$ cat config.mk
export PLATFORM = sky130hd
export DESIGN_NAME = pcs_sequencer
export DESIGN_NICKNAME = d
export VERILOG_FILES = /design/src/pkg/pcs_pkg.sv /design/src/logic/pcs_sequencer.sv
export VERILOG_INCLUDE_DIRS = /design/src /design/src/pkg
export SDC_FILE = /design/constraint.sdc
export NUM_CORES = 1
export LEC_CHECK = 0
export ABC_AREA = 1
export BUFFER_PORTS_ARGS = -buffer_cell sky130_fd_sc_hd__buf_2
export CAP_MARGIN = 40
export CORE_ASPECT_RATIO = 0.75
export CORE_MARGIN = 10
export CORE_UTILIZATION = 49
export CTS_BUF_LIST = sky130_fd_sc_hd__clkbuf_4 sky130_fd_sc_hd__clkbuf_8 sky130_fd_sc_hd__clkbuf_16
export DETAILED_ROUTE_END_ITERATION = 7
export GPL_ROUTABILITY_DRIVEN = 1
export MAX_ROUTING_LAYER = met4
export PLACE_DENSITY = 0.81
export SYNTH_ARGS = -nofsm -noshare
export SYNTH_HDL_FRONTEND = slang
export SYNTH_SLANG_ARGS = --single-unit
$ cat constraint.sdc
create_clock -name mclk -period 2.1 [get_ports mclk]
set_input_delay 0.105 -clock mclk [delete_from_list [all_inputs] [get_ports mclk]]
set_output_delay 0.105 -clock mclk [all_outputs]
set_load 0.01 [all_outputs]
$ cat src/pkg/pcs_params.svh
// constants for the program counter sequencer: register indices, vectors, fields
// assumes inclusion by the package, the design file and the bench, bare name
`ifndef PCS_PARAMS_SVH
`define PCS_PARAMS_SVH
// register indices; byte address is four times the index
`define PCS_IDX_PC_LOW 4'h6
`define PCS_IDX_TBL_PTR 4'h7
`define PCS_IDX_TBL_HIGH 4'h8
`define PCS_IDX_IRQ_CTRL 4'h9
`define PCS_IDX_IRQ_FLAG 4'hc
`define PCS_IDX_STACK 4'hd
// program counter loads
`define PCS_VEC_RESET 11'h000
`define PCS_VEC_EXT_A 11'h004
`define PCS_VEC_EXT_B 11'h008
`define PCS_VEC_TIMER 11'h00c
`define PCS_VEC_TBASE 11'h010
`define PCS_VEC_RTC 11'h014
`define PCS_LAST_PAGE 3'h7
// instruction cycle and stack
`define PCS_PHASE_LAST 2'h3
`define PCS_STACK_DEPTH 3'h4
// irq control fields
`define PCS_GIE_BIT 7
`define PCS_IRQ_N 5
`define PCS_RESET_IRQ 5'h00
`endif

$ cat src/pkg/pcs_pkg.sv
// types shared by the sequencer and its bench
// assumes pcs_params.svh on the include path
`default_nettype none
`include "pcs_params.svh"
package pcs_pkg;
  typedef enum logic [2:0] {
    OP_SEQ, OP_JUMP, OP_CALL, OP_RET, OP_RETI, OP_SKIP, OP_TAB_CUR, OP_TAB_LAST
  } pcs_op_t;
  typedef struct packed {
    pcs_op_t op;
    logic [10:0] target;
  } pcs_cmd_t;
  typedef struct packed {
    logic valid;
    logic [10:0] addr;
    logic [13:0] word;
  } pcs_exec_t;
  typedef enum logic {CYC_RUN, CYC_TABLE} pcs_cyc_t;
endpackage
`default_nettype wire
$ cat src/logic/pcs_sequencer.sv
// program counter sequencer: phase generator, fetch/execute pipeline, stack, vectors, table reads
// assumes a synchronous program rom with one cycle of read latency and a core on mclk
// that presents its decoded command for the executing word by the last phase
// Summary of operation
// - four phases of mclk make one instruction cycle
// - next word is fetched while the previous one executes
// - any counter change costs a dummy cycle replacing the prefetched word
// - instruction pointer is 11 bits, 2048 words
// - pointer steps by one after each fetch
// - true skip discards the prefetched word, pointer lands on skip plus two
// - low byte write is a short jump inside the current 256-word page; readable
// - reset clears the pointer so execution starts at zero
// - first external irq vectors to 004
// - second external irq vectors to 008
// - timer overflow irq vectors to 00c
// - time base irq vectors to 010
// - real time clock irq vectors to 014
// - jump and call load all bits from the word, returns from stack top
// - table address is pointer byte with current page or page 7
// - table low byte goes to data memory, six high bits to high byte register
// - high byte register read only, table pointer read/write, loaded before use
// - each table read takes two instruction cycles
// - four-entry return stack, call and irq push, return pops
// - stack full keeps irq pending until a return pops
// - vectoring clears that request flag and the global enable
//
// Implementation choice: the Avalon-MM register port.
`timescale 1ns/1ps
`default_nettype none
`include "pcs_params.svh"
module pcs_sequencer (
  input wire logic mclk,
  input wire logic nrst,
  input wire logic [5:0] avs_address,
  input wire logic avs_read,
  input wire logic avs_write,
  input wire logic [31:0] avs_writedata,
  input wire logic [3:0] avs_byteenable,
  output logic [31:0] avs_readdata,
  output logic avs_waitrequest,
  output logic [10:0] rom_addr,
  input wire logic [13:0] rom_data,
  output pcs_pkg::pcs_exec_t exec,
  output logic [1:0] phase,
  input wire pcs_pkg::pcs_cmd_t cmd,
  output logic [7:0] tbl_low_data,
  output logic tbl_low_we,
  input wire logic ext_irq_a_pin,
  input wire logic ext_irq_b_pin,
  input wire logic timer_ovf,
  input wire logic time_base_tick,
  input wire logic rtc_tick
);
  import pcs_pkg::*;

  function automatic logic [4:0] lowest_set(input logic [4:0] v);
    lowest_set = v & (~v + 5'h01);
  endfunction

  function automatic logic [10:0] vector_of(input logic [4:0] g);
    vector_of = g[0] ? `PCS_VEC_EXT_A :
                g[1] ? `PCS_VEC_EXT_B :
                g[2] ? `PCS_VEC_TIMER :
                g[3] ? `PCS_VEC_TBASE :
                g[4] ? `PCS_VEC_RTC : `PCS_VEC_RESET;
  endfunction

  logic [10:0] instr_pointer;
  pcs_cyc_t cyc;
  logic [7:0] table_pointer;
  logic [7:0] table_high_byte;
  logic [2:0] tbl_page;
  logic [10:0] stack [0:3];
  logic [2:0] stack_index;
  logic [4:0] irq_flag;
  logic [4:0] irq_en;
  logic global_irq_enable;
  logic rd_ack;
  logic [2:0] sync_a;
  logic [2:0] sync_b;
  logic [1:0] sync_fill;

  // decode of the executing command
  wire last = (phase == `PCS_PHASE_LAST);
  wire run_end = last && (cyc == CYC_RUN);
  wire pcs_op_t op = exec.valid ? cmd.op : OP_SEQ;
  wire is_jump = (op == OP_JUMP) || (op == OP_CALL);
  wire is_ret = (op == OP_RET) || (op == OP_RETI);
  wire is_skip = (op == OP_SKIP);
  wire is_tab = (op == OP_TAB_CUR) || (op == OP_TAB_LAST);

  // bus decode
  wire [3:0] idx = avs_address[5:2];
  wire wr_lane = avs_write && avs_byteenable[0];
  wire pcl_sel = wr_lane && (idx == `PCS_IDX_PC_LOW);
  wire pcl_ok = run_end && (op == OP_SEQ);
  wire pcl_go = pcl_sel && pcl_ok;
  wire ctrl_wr = wr_lane && (idx == `PCS_IDX_IRQ_CTRL);
  wire flag_wr = wr_lane && (idx == `PCS_IDX_IRQ_FLAG);
  wire ptr_wr = wr_lane && (idx == `PCS_IDX_TBL_PTR);

  // interrupt arbitration
  wire stack_full = (stack_index == `PCS_STACK_DEPTH);
  wire [4:0] pending = irq_flag & irq_en;
  wire [4:0] grant = lowest_set(pending);
  wire irq_take = run_end && (op == OP_SEQ) && !pcl_sel && global_irq_enable && (|pending)
    && !stack_full;
  wire [10:0] irq_vec = vector_of(grant);

  // external pins are edge triggered on either transition
  wire sync_ready = (sync_fill == 2'h3);
  wire ext_a_edge = sync_ready && (sync_a[2] ^ sync_a[1]);
  wire ext_b_edge = sync_ready && (sync_b[2] ^ sync_b[1]);
  wire [4:0] irq_set = {rtc_tick, time_base_tick, timer_ovf, ext_b_edge, ext_a_edge};
  wire [4:0] irq_clr_sw = flag_wr ? avs_writedata[4:0] : 5'h00;
  wire [4:0] irq_clr_hw = irq_take ? grant : 5'h00;
  // set wins over any clear in the same cycle
  wire [4:0] next_irq_flag = (irq_flag & ~irq_clr_sw & ~irq_clr_hw) | irq_set;

  // pointer load
  wire flush = is_jump || is_ret || is_skip || pcl_go || irq_take;
  wire do_push = run_end && ((op == OP_CALL) || irq_take);
  wire do_pop = run_end && is_ret;
  wire [10:0] next_pointer =
    is_jump ? cmd.target :
    is_ret ? stack[0] :
    pcl_go ? {exec.addr[10:8], avs_writedata[7:0]} :
    irq_take ? irq_vec :
    11'(instr_pointer + 11'h001);
  wire [10:0] tbl_addr = {tbl_page, table_pointer};
  wire [10:0] next_rom_addr = (cyc == CYC_TABLE) ? tbl_addr : instr_pointer;

  wire [7:0] reg_rd =
    (idx == `PCS_IDX_PC_LOW) ? instr_pointer[7:0] :
    (idx == `PCS_IDX_TBL_PTR) ? table_pointer :
    (idx == `PCS_IDX_TBL_HIGH) ? table_high_byte :
    (idx == `PCS_IDX_IRQ_CTRL) ? {global_irq_enable, 2'h0, irq_en} :
    (idx == `PCS_IDX_IRQ_FLAG) ? {3'h0, irq_flag} :
    (idx == `PCS_IDX_STACK) ? {5'h00, stack_index} : 8'h00;

  // low byte writes wait for a plain instruction boundary so they act as a branch
  assign avs_waitrequest = avs_read ? !rd_ack : (pcl_sel && !pcl_ok);

  always_ff @(posedge mclk or negedge nrst) begin
    if (!nrst) begin
      phase <= 2'h0;
    end else begin
      phase <= 2'(phase + 2'h1);
    end
  end

  always_ff @(posedge mclk or negedge nrst) begin
    if (!nrst) begin
      sync_a <= 3'h0;
      sync_b <= 3'h0;
    end else begin
      sync_a <= {sync_a[1:0], ext_irq_a_pin};
      sync_b <= {sync_b[1:0], ext_irq_b_pin};
    end
  end

  // edges count only once the chain holds real pin samples: a pin idling high gives no false edge after reset
  always_ff @(posedge mclk or negedge nrst) begin
    if (!nrst) begin
      sync_fill <= 2'h0;
    end else if (sync_fill != 2'h3) begin
      sync_fill <= 2'(sync_fill + 2'h1);
    end
  end

  always_ff @(posedge mclk or negedge nrst) begin
    if (!nrst) begin
      rom_addr <= `PCS_VEC_RESET;
    end else begin
      rom_addr <= next_rom_addr;
    end
  end

  // pipeline: fetch lands in exec at the cycle boundary
  always_ff @(posedge mclk or negedge nrst) begin
    if (!nrst) begin
      instr_pointer <= `PCS_VEC_RESET;
      cyc <= CYC_RUN;
      exec <= '0;
      tbl_page <= 3'h0;
    end else if (run_end) begin
      exec.word <= rom_data;
      exec.addr <= instr_pointer;
      exec.valid <= !flush && !is_tab;
      instr_pointer <= next_pointer;
      if (is_tab) begin
        cyc <= CYC_TABLE;
        tbl_page <= (op == OP_TAB_LAST) ? `PCS_LAST_PAGE : exec.addr[10:8];
      end
    end else if (last) begin
      cyc <= CYC_RUN;
      exec.valid <= 1'b1;
    end
  end

  // table result: low byte to data memory, the rest to the high byte register
  always_ff @(posedge mclk or negedge nrst) begin
    if (!nrst) begin
      tbl_low_data <= 8'h00;
      tbl_low_we <= 1'b0;
      table_high_byte <= 8'h00;
    end else begin
      tbl_low_we <= last && (cyc == CYC_TABLE);
      if (last && (cyc == CYC_TABLE)) begin
        tbl_low_data <= rom_data[7:0];
        table_high_byte <= {2'h0, rom_data[13:8]};
      end
    end
  end

  // return stack as a shift register; a push when full drops the oldest entry
  always_ff @(posedge mclk or negedge nrst) begin
    if (!nrst) begin
      stack_index <= 3'h0;
      for (int i = 0; i < 4; i++) begin
        stack[i] <= 11'h000;
      end
    end else if (do_push) begin
      stack[0] <= instr_pointer;
      for (int i = 1; i < 4; i++) begin
        stack[i] <= stack[i-1];
      end
      if (!stack_full) begin
        stack_index <= 3'(stack_index + 3'h1);
      end
    end else if (do_pop) begin
      for (int i = 0; i < 3; i++) begin
        stack[i] <= stack[i+1];
      end
      stack[3] <= 11'h000;
      if (stack_index != 3'h0) begin
        stack_index <= 3'(stack_index - 3'h1);
      end
    end
  end

  always_ff @(posedge mclk or negedge nrst) begin
    if (!nrst) begin
      irq_flag <= `PCS_RESET_IRQ;
      irq_en <= `PCS_RESET_IRQ;
      global_irq_enable <= 1'b0;
    end else begin
      irq_flag <= next_irq_flag;
      if (ctrl_wr) begin
        irq_en <= avs_writedata[4:0];
      end
      if (irq_take) begin
        global_irq_enable <= 1'b0;
      end else if (run_end && (op == OP_RETI)) begin
        global_irq_enable <= 1'b1;
      end else if (ctrl_wr) begin
        global_irq_enable <= avs_writedata[`PCS_GIE_BIT];
      end
    end
  end

  always_ff @(posedge mclk or negedge nrst) begin
    if (!nrst) begin
      table_pointer <= 8'h00;
    end else if (ptr_wr) begin
      table_pointer <= avs_writedata[7:0];
    end
  end

  // reads answer one cycle after the request; the high byte register ignores writes
  always_ff @(posedge mclk or negedge nrst) begin
    if (!nrst) begin
      rd_ack <= 1'b0;
      avs_readdata <= 32'h0000_0000;
    end else begin
      rd_ack <= avs_read && !rd_ack;
      if (avs_read && !rd_ack) begin
        avs_readdata <= {24'h000000, reg_rd};
      end
    end
  end

  a_phase_wrap: assert property (@(posedge mclk) disable iff (!nrst)
    (phase == 2'h3) |=> (phase == 2'h0) ##1 (phase == 2'h1))
    else $error("phase counter did not wrap after four clocks");


  a_pointer_moment: assert property (@(posedge mclk) disable iff (!nrst)
    $changed(instr_pointer) |-> ($past(phase) == 2'h3))
    else $error("pointer moved away from a cycle boundary");


  a_seq_incr: assert property (@(posedge mclk) disable iff (!nrst)
    (run_end && !flush) |=> (instr_pointer == 11'($past(instr_pointer) + 11'h001)) && exec.valid == !$past(is_tab))
    else $error("pointer did not step by one");


  a_jump_load: assert property (@(posedge mclk) disable iff (!nrst)
    (run_end && is_jump) |=> (instr_pointer == $past(cmd.target)) && !exec.valid)
    else $error("jump did not load target with a dummy cycle");


  a_skip_flush: assert property (@(posedge mclk) disable iff (!nrst)
    (run_end && is_skip) |=> !exec.valid && (instr_pointer == 11'($past(exec.addr) + 11'h002)))
    else $error("skip did not discard and advance by two");


  a_pcl_page: assert property (@(posedge mclk) disable iff (!nrst)
    pcl_go |=> (instr_pointer[10:8] == $past(exec.addr[10:8])) && (instr_pointer[7:0] == $past(avs_writedata[7:0]))
      && !exec.valid)
    else $error("low byte write did not jump inside the page");


  a_irq_vector: assert property (@(posedge mclk) disable iff (!nrst)
    irq_take |=> (instr_pointer == $past(irq_vec)) && !global_irq_enable && (stack[0] == $past(instr_pointer)))
    else $error("interrupt did not vector and push");


  a_irq_full: assert property (@(posedge mclk) disable iff (!nrst)
    (run_end && stack_full && !is_ret && global_irq_enable && (|pending) && !flag_wr)
      |=> ((irq_flag & $past(pending)) == $past(pending)) && stack_full)
    else $error("request lost or taken while the stack was full");


  a_lowest_first: assert property (@(posedge mclk) disable iff (!nrst)
    irq_take |-> ((5'(grant - 5'h01) & pending) == 5'h00) && $onehot(grant))
    else $error("interrupt priority not lowest vector first");


  a_table_len: assert property (@(posedge mclk) disable iff (!nrst)
    (run_end && is_tab) |=> (cyc == CYC_TABLE)[*4] ##1 (cyc == CYC_RUN) && tbl_low_we && exec.valid)
    else $error("table read did not take two cycles");


  a_table_high_byte_upper: assert property (@(posedge mclk) disable iff (!nrst)
    tbl_low_we |-> (table_high_byte == {2'h0, $past(rom_data[13:8])}))
    else $error("table high byte wrong");

  // returns, table paths, interrupt entry, stack and bus; table fetch and low byte stall checked in the same clock, the rest one clock after the edge that acts
  a_ret_pop: assert property (@(posedge mclk) disable iff (!nrst)
    (run_end && is_ret) |=> (instr_pointer == $past(stack[0])) && !exec.valid)
    else $error("return did not reload the stack top with a dummy cycle");

  a_table_page: assert property (@(posedge mclk) disable iff (!nrst)
    (run_end && is_tab) |=> (tbl_page == (($past(op) == OP_TAB_LAST) ? `PCS_LAST_PAGE : $past(exec.addr[10:8]))))
    else $error("table page taken from the wrong source");

  a_tab_fetch: assert property (@(posedge mclk) disable iff (!nrst)
    ((cyc == CYC_TABLE) && (phase == 2'h2)) |-> (rom_addr == {tbl_page, $past(table_pointer)}))
    else $error("table cycle did not address the table location");

  a_flag_clear: assert property (@(posedge mclk) disable iff (!nrst)
    irq_take |=> ((irq_flag & $past(grant & ~irq_set)) == 5'h00) && !global_irq_enable)
    else $error("vectoring left the request flag or global enable set");

  a_vector_map: assert property (@(posedge mclk) disable iff (!nrst)
    irq_take |=> (!$past(grant[0]) || (instr_pointer == `PCS_VEC_EXT_A))
      && (!$past(grant[1]) || (instr_pointer == `PCS_VEC_EXT_B))
      && (!$past(grant[2]) || (instr_pointer == `PCS_VEC_TIMER))
      && (!$past(grant[3]) || (instr_pointer == `PCS_VEC_TBASE))
      && (!$past(grant[4]) || (instr_pointer == `PCS_VEC_RTC)))
    else $error("vector does not match the granted source");

  a_stack_push: assert property (@(posedge mclk) disable iff (!nrst)
    (do_push && !stack_full) |=> (stack_index == 3'($past(stack_index) + 3'h1)))
    else $error("push did not grow the stack");

  a_pcl_stall: assert property (@(posedge mclk) disable iff (!nrst)
    (pcl_sel && !run_end) |-> avs_waitrequest)
    else $error("low byte write accepted away from a cycle boundary");

  a_read_answer: assert property (@(posedge mclk) disable iff (!nrst)
    (avs_read && !rd_ack) |=> (!avs_read || !avs_waitrequest))
    else $error("read not answered one clock after the request");
endmodule
`default_nettype wire

* Yosys cells after proc, flatten, opt, wreduce, memory -nomap -nowiden
Index checks and enable logic that the tools add are counted.
** Word-level totals
- Word-level logic and storage cells :: 141
- Register bits :: 152
- Output and inout port bits :: 81
** Cells by class
- Mux-type cells :: 35
- Bitwise operators :: 11
- Equal/unequal tests :: 19
- Reduce and logical (&&, ||, !) cells :: 45
- $add $sub $neg :: 6
** Operator list (number)
- $mux 44 :: 2
- $mux 11 :: 5
- $mux 5 :: 8
- $mux 8 :: 4
- $logic_and 1x1->1 :: 21
- $mux 3 :: 7
- $and 5x5->5 :: 4
- $eq 4x4->1 const B :: 4
- $eq 3x3->1 const B :: 5
- $not 5->5 :: 3
- $add 11x1->11 const B :: 1
- $mux 1 :: 9
- $eq 4x3->1 const B :: 2
- $logic_or 1x1->1 :: 8
- $eq 3x2->1 const B :: 2
- $logic_not 1->1 :: 6
- $reduce_bool 2->1 :: 3
- $reduce_bool 3->1 :: 2
- $add 5x1->5 const B :: 1
- $or 5x5->5 :: 1
- $reduce_or 5->1 :: 1
- $add 2x1->2 const B :: 2
- $eq 2x2->1 const B :: 2
- $ne 2x2->1 const B :: 2
- 9 further kinds :: 11

* Depth between registers and ports, before layout
- Word-level depth :: 13
- Mapped depth :: 16
- Gate-level depth less buffers :: 15

* Least setup slack after synthesis
Ideal clock, no wire load.
- Path type :: register to register
- Start point :: register phase[0]
- End point :: register stack_index[1]
- Data required time :: 2.023 ns
- Arrival :: 2.016 ns
- Clock period less this slack :: 2.093 ns
- Library setup time :: 0.077 ns
- Slack :: 0.007 ns
- Stages on the path, launching flop included :: 13
- Cells stage by stage :: dfrtp_1 > ha_1 > inv_1 > nor2_4 > nand4_1 > nor2_2 > nand2_4 > nand2_4 > nand2_4 > buf_6 > inv_1 > fa_1 > o21ai_1
** On the way
- Longest elaborated chain between the ends :: 11
** Ends and longest elaborated chain
- from (decl) :: line pcs_sequencer.sv:44 : output logic [1:0] phase,
- from (signal assigned) :: line pcs_sequencer.sv:148 : phase <= 2'(phase + 2'h1);
- $eq 2x2->1 (no source line) (*)
- $logic_and 1x1->1 (*) :: line pcs_sequencer.sv:85 : wire run_end = last && (cyc == CYC_RUN);
- $logic_and 1x1->1 (4 in series) :: line pcs_sequencer.sv:106 : wire irq_take = run_end && (op == OP_SEQ) && !pcl_sel && global_irq_enable && (|pending)
- $logic_and 1x1->1 :: line pcs_sequencer.sv:107 : && !stack_full;
- $logic_or 1x1->1 :: line pcs_sequencer.sv:122 : wire do_push = run_end && ((op == OP_CALL) || irq_take);
- $logic_and 1x1->1 :: line pcs_sequencer.sv:122
- $ne 2x2->1 (no source line) or $reduce_bool 2->1 (tied branches)
- $reduce_and 3->1 (no source line)
- to (signal assigned) :: line pcs_sequencer.sv:229 : stack_index <= 3'(stack_index + 3'h1);
- to (signal assigned) :: line pcs_sequencer.sv:237 : stack_index <= 3'(stack_index - 3'h1);
- to (decl) :: line pcs_sequencer.sv:74 : logic [2:0] stack_index;
Mark *: on every way between the ends. The rest lies on a longest branch, timed or not.
A chain may end at the register's enable or synchronous reset.

* Worst setup path in the final report
- Start point :: register phase[1]
- End point :: register stack_index[1]
Same word-level chain as after synthesis.

==> metrics.yaml <==
clock_tree:
  insertion_delay_ns: 0.43
  ctsLongestPathBuffers: 2
  cts_made_buffers: 17
  cts_tree: "built"
  clock_tree.root_cell: "clkbuf_16"
  htreeDepth: 4
  cts.sinks: 152
  path_clk_slew_ns: 0.07
synthesis:
  synth_area_um2: 7090
  synth.top_cells.by_count: "nand2_1 (156), dfrtp_1 (152), inv_1 (115)"
  synthesis.instances: 815
  yosys.area.top_type: "dfrtp_1"
  synth_cell_types: 43
  ys_top_cells_by_area: "dfrtp_1 (54%), nand2_1 (8.3%), o21ai_0 (6.3%), inv_1 (6.1%), o22ai_1 (3.5%)"
  synth_top_area_share_pct: 53.6
  synth-warning-count: 0
  synth_ff_type: "dfrtp_1"
  ys_ff_latch: 152
  synth_edf_count: 0
  postSynth.asyncResetShare_pct: 100
  synth.most_common_cell: "nand2_1"
  yosysSeqAreaShare_pct: 53.6
  syn_avg_cell_area_um2: 8.70
power:
  seqPwrFrac_pct: 43.4
  internal_power_mw: 6.69
  clkPwrFrac_pct: 28.0
  sw_frac_of_total_pct: 36.9
  ir_drop_mv: 0.635
  p_leak_nw: 4.48
  p_total_mw: 10.6
  p_per_area_nw_per_um2: 1200
  pwr-share-comb_pct: 28.6
  switchingPower_mw: 3.91
worst_setup_path:
  cp-endpoint: "stack_index[1]"
  cp.required_ns: 2.45
  r2r_end: "stack_index[1]"
  r2r_start: "phase[1]"
  crit_path_start_kind: "flip-flop"
  crit_start: "phase[1]"
  path_max_fanout: 7
  cp.arrival_ns: 2.36
  crit_type: "flip-flop to flip-flop"
  end_kind: "flip-flop"
  worst-r2r-cell-count: 11
  rrSetupSlack_ns: 0.09
sta:
  setup_viol: 0
  layout_min_cycle_time_ns: 2.01
  min_period_over_period_pct: 95.8
  hold_viol: 0
  slew_violations: 0
  max_freq_mhz: 497
  relSlewSlack_pct: 59.2
  fin_skew_ns: 0.00697
  tightestPinTransition_ns: 0.606
global_route:
  grt_max_degree: 61
  overflow: 0
  antenna_found_initial: 1
  grt_usage_pct: 21.3
  grt_pass1_vias: 6122
  grt_pass1_wl_um: 32700
route:
  routed_wl_um: 20200
  drt_pass1_iterations: 6
  wl_per_cell_um: 17.1
  drt_iter0_markers: 683
  vias: 6275
  ant_nets: 0
  drc: 0
  via_per_inst: 5.32
placed_design:
  routabilityCongestion: 0.976
  dp_cells: 1114
  dp_hpwl_um: 14300
  io_buffers: 106
layout:
  area_growth_pct: 24.5
  final_layout_size_suffix_gt1_share_pct: 19.9
  fin_nets: 1054
  fin_cells: 1180
outcome:
  status: "completed"
floorplanning:
  start_util_pct: 50.9
  core_region_area_um2: 13900
  chipWidth_um: 159
  io_pins: 160
  rows: 37
  die_h_um: 124
  fp.dieArea_um2: 19700
flow_run:
  cap_viol_max_count: 0
hold_path:
  hold_class: "primary input to flip-flop"
flip-flops by register name, indices dropped and copies added, names as in the netlist, 5 cells and up:
signal           flops
avs_readdata         8
irq_flag             5
table_high_byte      6
stack               44
rom_addr            11
exec                26
irq_en               5
tbl_low_data         8
instr_pointer       11
table_pointer        8
power groups by stage:
stage	Clock [mW]	Combinational (mW)	Sequential [mW]
floorplan	0	1.67	4.66
finish	2.96	3.03	4.60
CTS	3.00	3.00	4.57
global placement	0	2.86	4.57
global route	3.12	3.45	4.72
detailed placement	0	2.94	4.59
cells in the final DEF (no fill, tap or decap), types with 8 or more instances in the layout:
cell	count
o21ai_0	88
o22ai_1	40
inv_1	113
a21oi_1	44
nor2_1	33
dlygate4sd3_1	28
nand4_1	9
nand2_1	155
nand3_1	29
dfrtp_1	151
xor2_1	8
o21ai_1	12
o21bai_1	28
buf_4	31
clkbuf_16	17
buf_2	105
conb_1	24
how the worst min path moves through the flow:
| stage | start | end | slack, ns | cells after the start |
|---|---|---|---|---|
| 4_1_cts | cmd[10] | instr_pointer[10] | 0.01 | 3 |
| 5_1_grt | cmd[10] | instr_pointer[10] | 0.02 | 3 |
| 3_3_place_gp | nrst | rom_addr[10] | 0.08 | 1 |
| 3_5_place_dp | nrst | rom_addr[10] | 0.08 | 1 |
| 2_1_floorplan | nrst | avs_readdata[0] | -0.19 | 0 |
| 6_report | cmd[10] | instr_pointer[10] | 0.02 | 3 |
timing repair:
item	in CTS	in global routing
gates resized for setup	0	10
buffers inserted	0	5
hold buffers	28	0
endpoints found under the hold margin	87	0
setup endpoints to repair	0	34
logic make-up (layout without fill, tap and decap cells):
kind of cell / count (synthesis) / in the layout / share of synthesized area [%]
xor gates and xnor gates: 9 / 9 / 1.11
adders and majority gates: 4 / 4 / 0.812
other: 1 / 25 / 0.0529
AOI/OAI and AO/OA: 229 / 229 / 18.6
DFF: 152 / 152 / 53.6
muxes: 2 / 2 / 0.318
buffers and inverters: 174 / 320 / 11.0
and+or+nand+nor: 244 / 244 / 14.5
layout make-up:
cell class	count	area, µm²
tap	195	244
inverter	118	443
clock buffer	17	425
fill	1142	5110
antenna	1	2.50
sequential	152	3800
clock inverter	15	145
multi-input combinational	512	2620
timing repair buffer	170	1140
layer usage:
| metal | routed length (µm) | GRT usage [%] | part of all wire (%) |
|---|---|---|---|
| met5 | 0 | - | 0 |
| met1 | 8960 | 28.7 | 44 |
| met3 | 2150 | 6.82 | 11 |
| met2 | 8830 | 30.8 | 44 |
| met4 | 253 | 4.79 | 1.3 |
critical path, stage by stage (launching register included):
cell	delay (ns)
dfrtp_1	0.41
ha_4	0.18
inv_2	0.05
nor2_4	0.13
nand4_1	0.15
nor2_2	0.17
nand2_4	0.07
nand2_4	0.08
nand2_4	0.09
inv_2	0.07
fa_1	0.40
o21ai_1	0.13
stage by stage:
stage | utilization (%) | worst slack (ns) | cell area (µm²) | hold WS, ns | TNS, ns
final | 63.3 | 0.0887 | 8820 | 0.0154 | 0
after global routing | 63.3 | -0.0290 | 8820 | 0.0224 | -0.0572
after CTS | 62.8 | 0.0230 | 8760 | 0.0109 | 0
after detailed placement | 56.7 | 0.0562 | 7910 | 0.0753 | 0
after global placement | 56.7 | 0.115 | 7910 | 0.0757 | 0
after floorplan | - | 0.00731 | 7180 | -0.191 | 0
(Power assumes the default switching activity.)
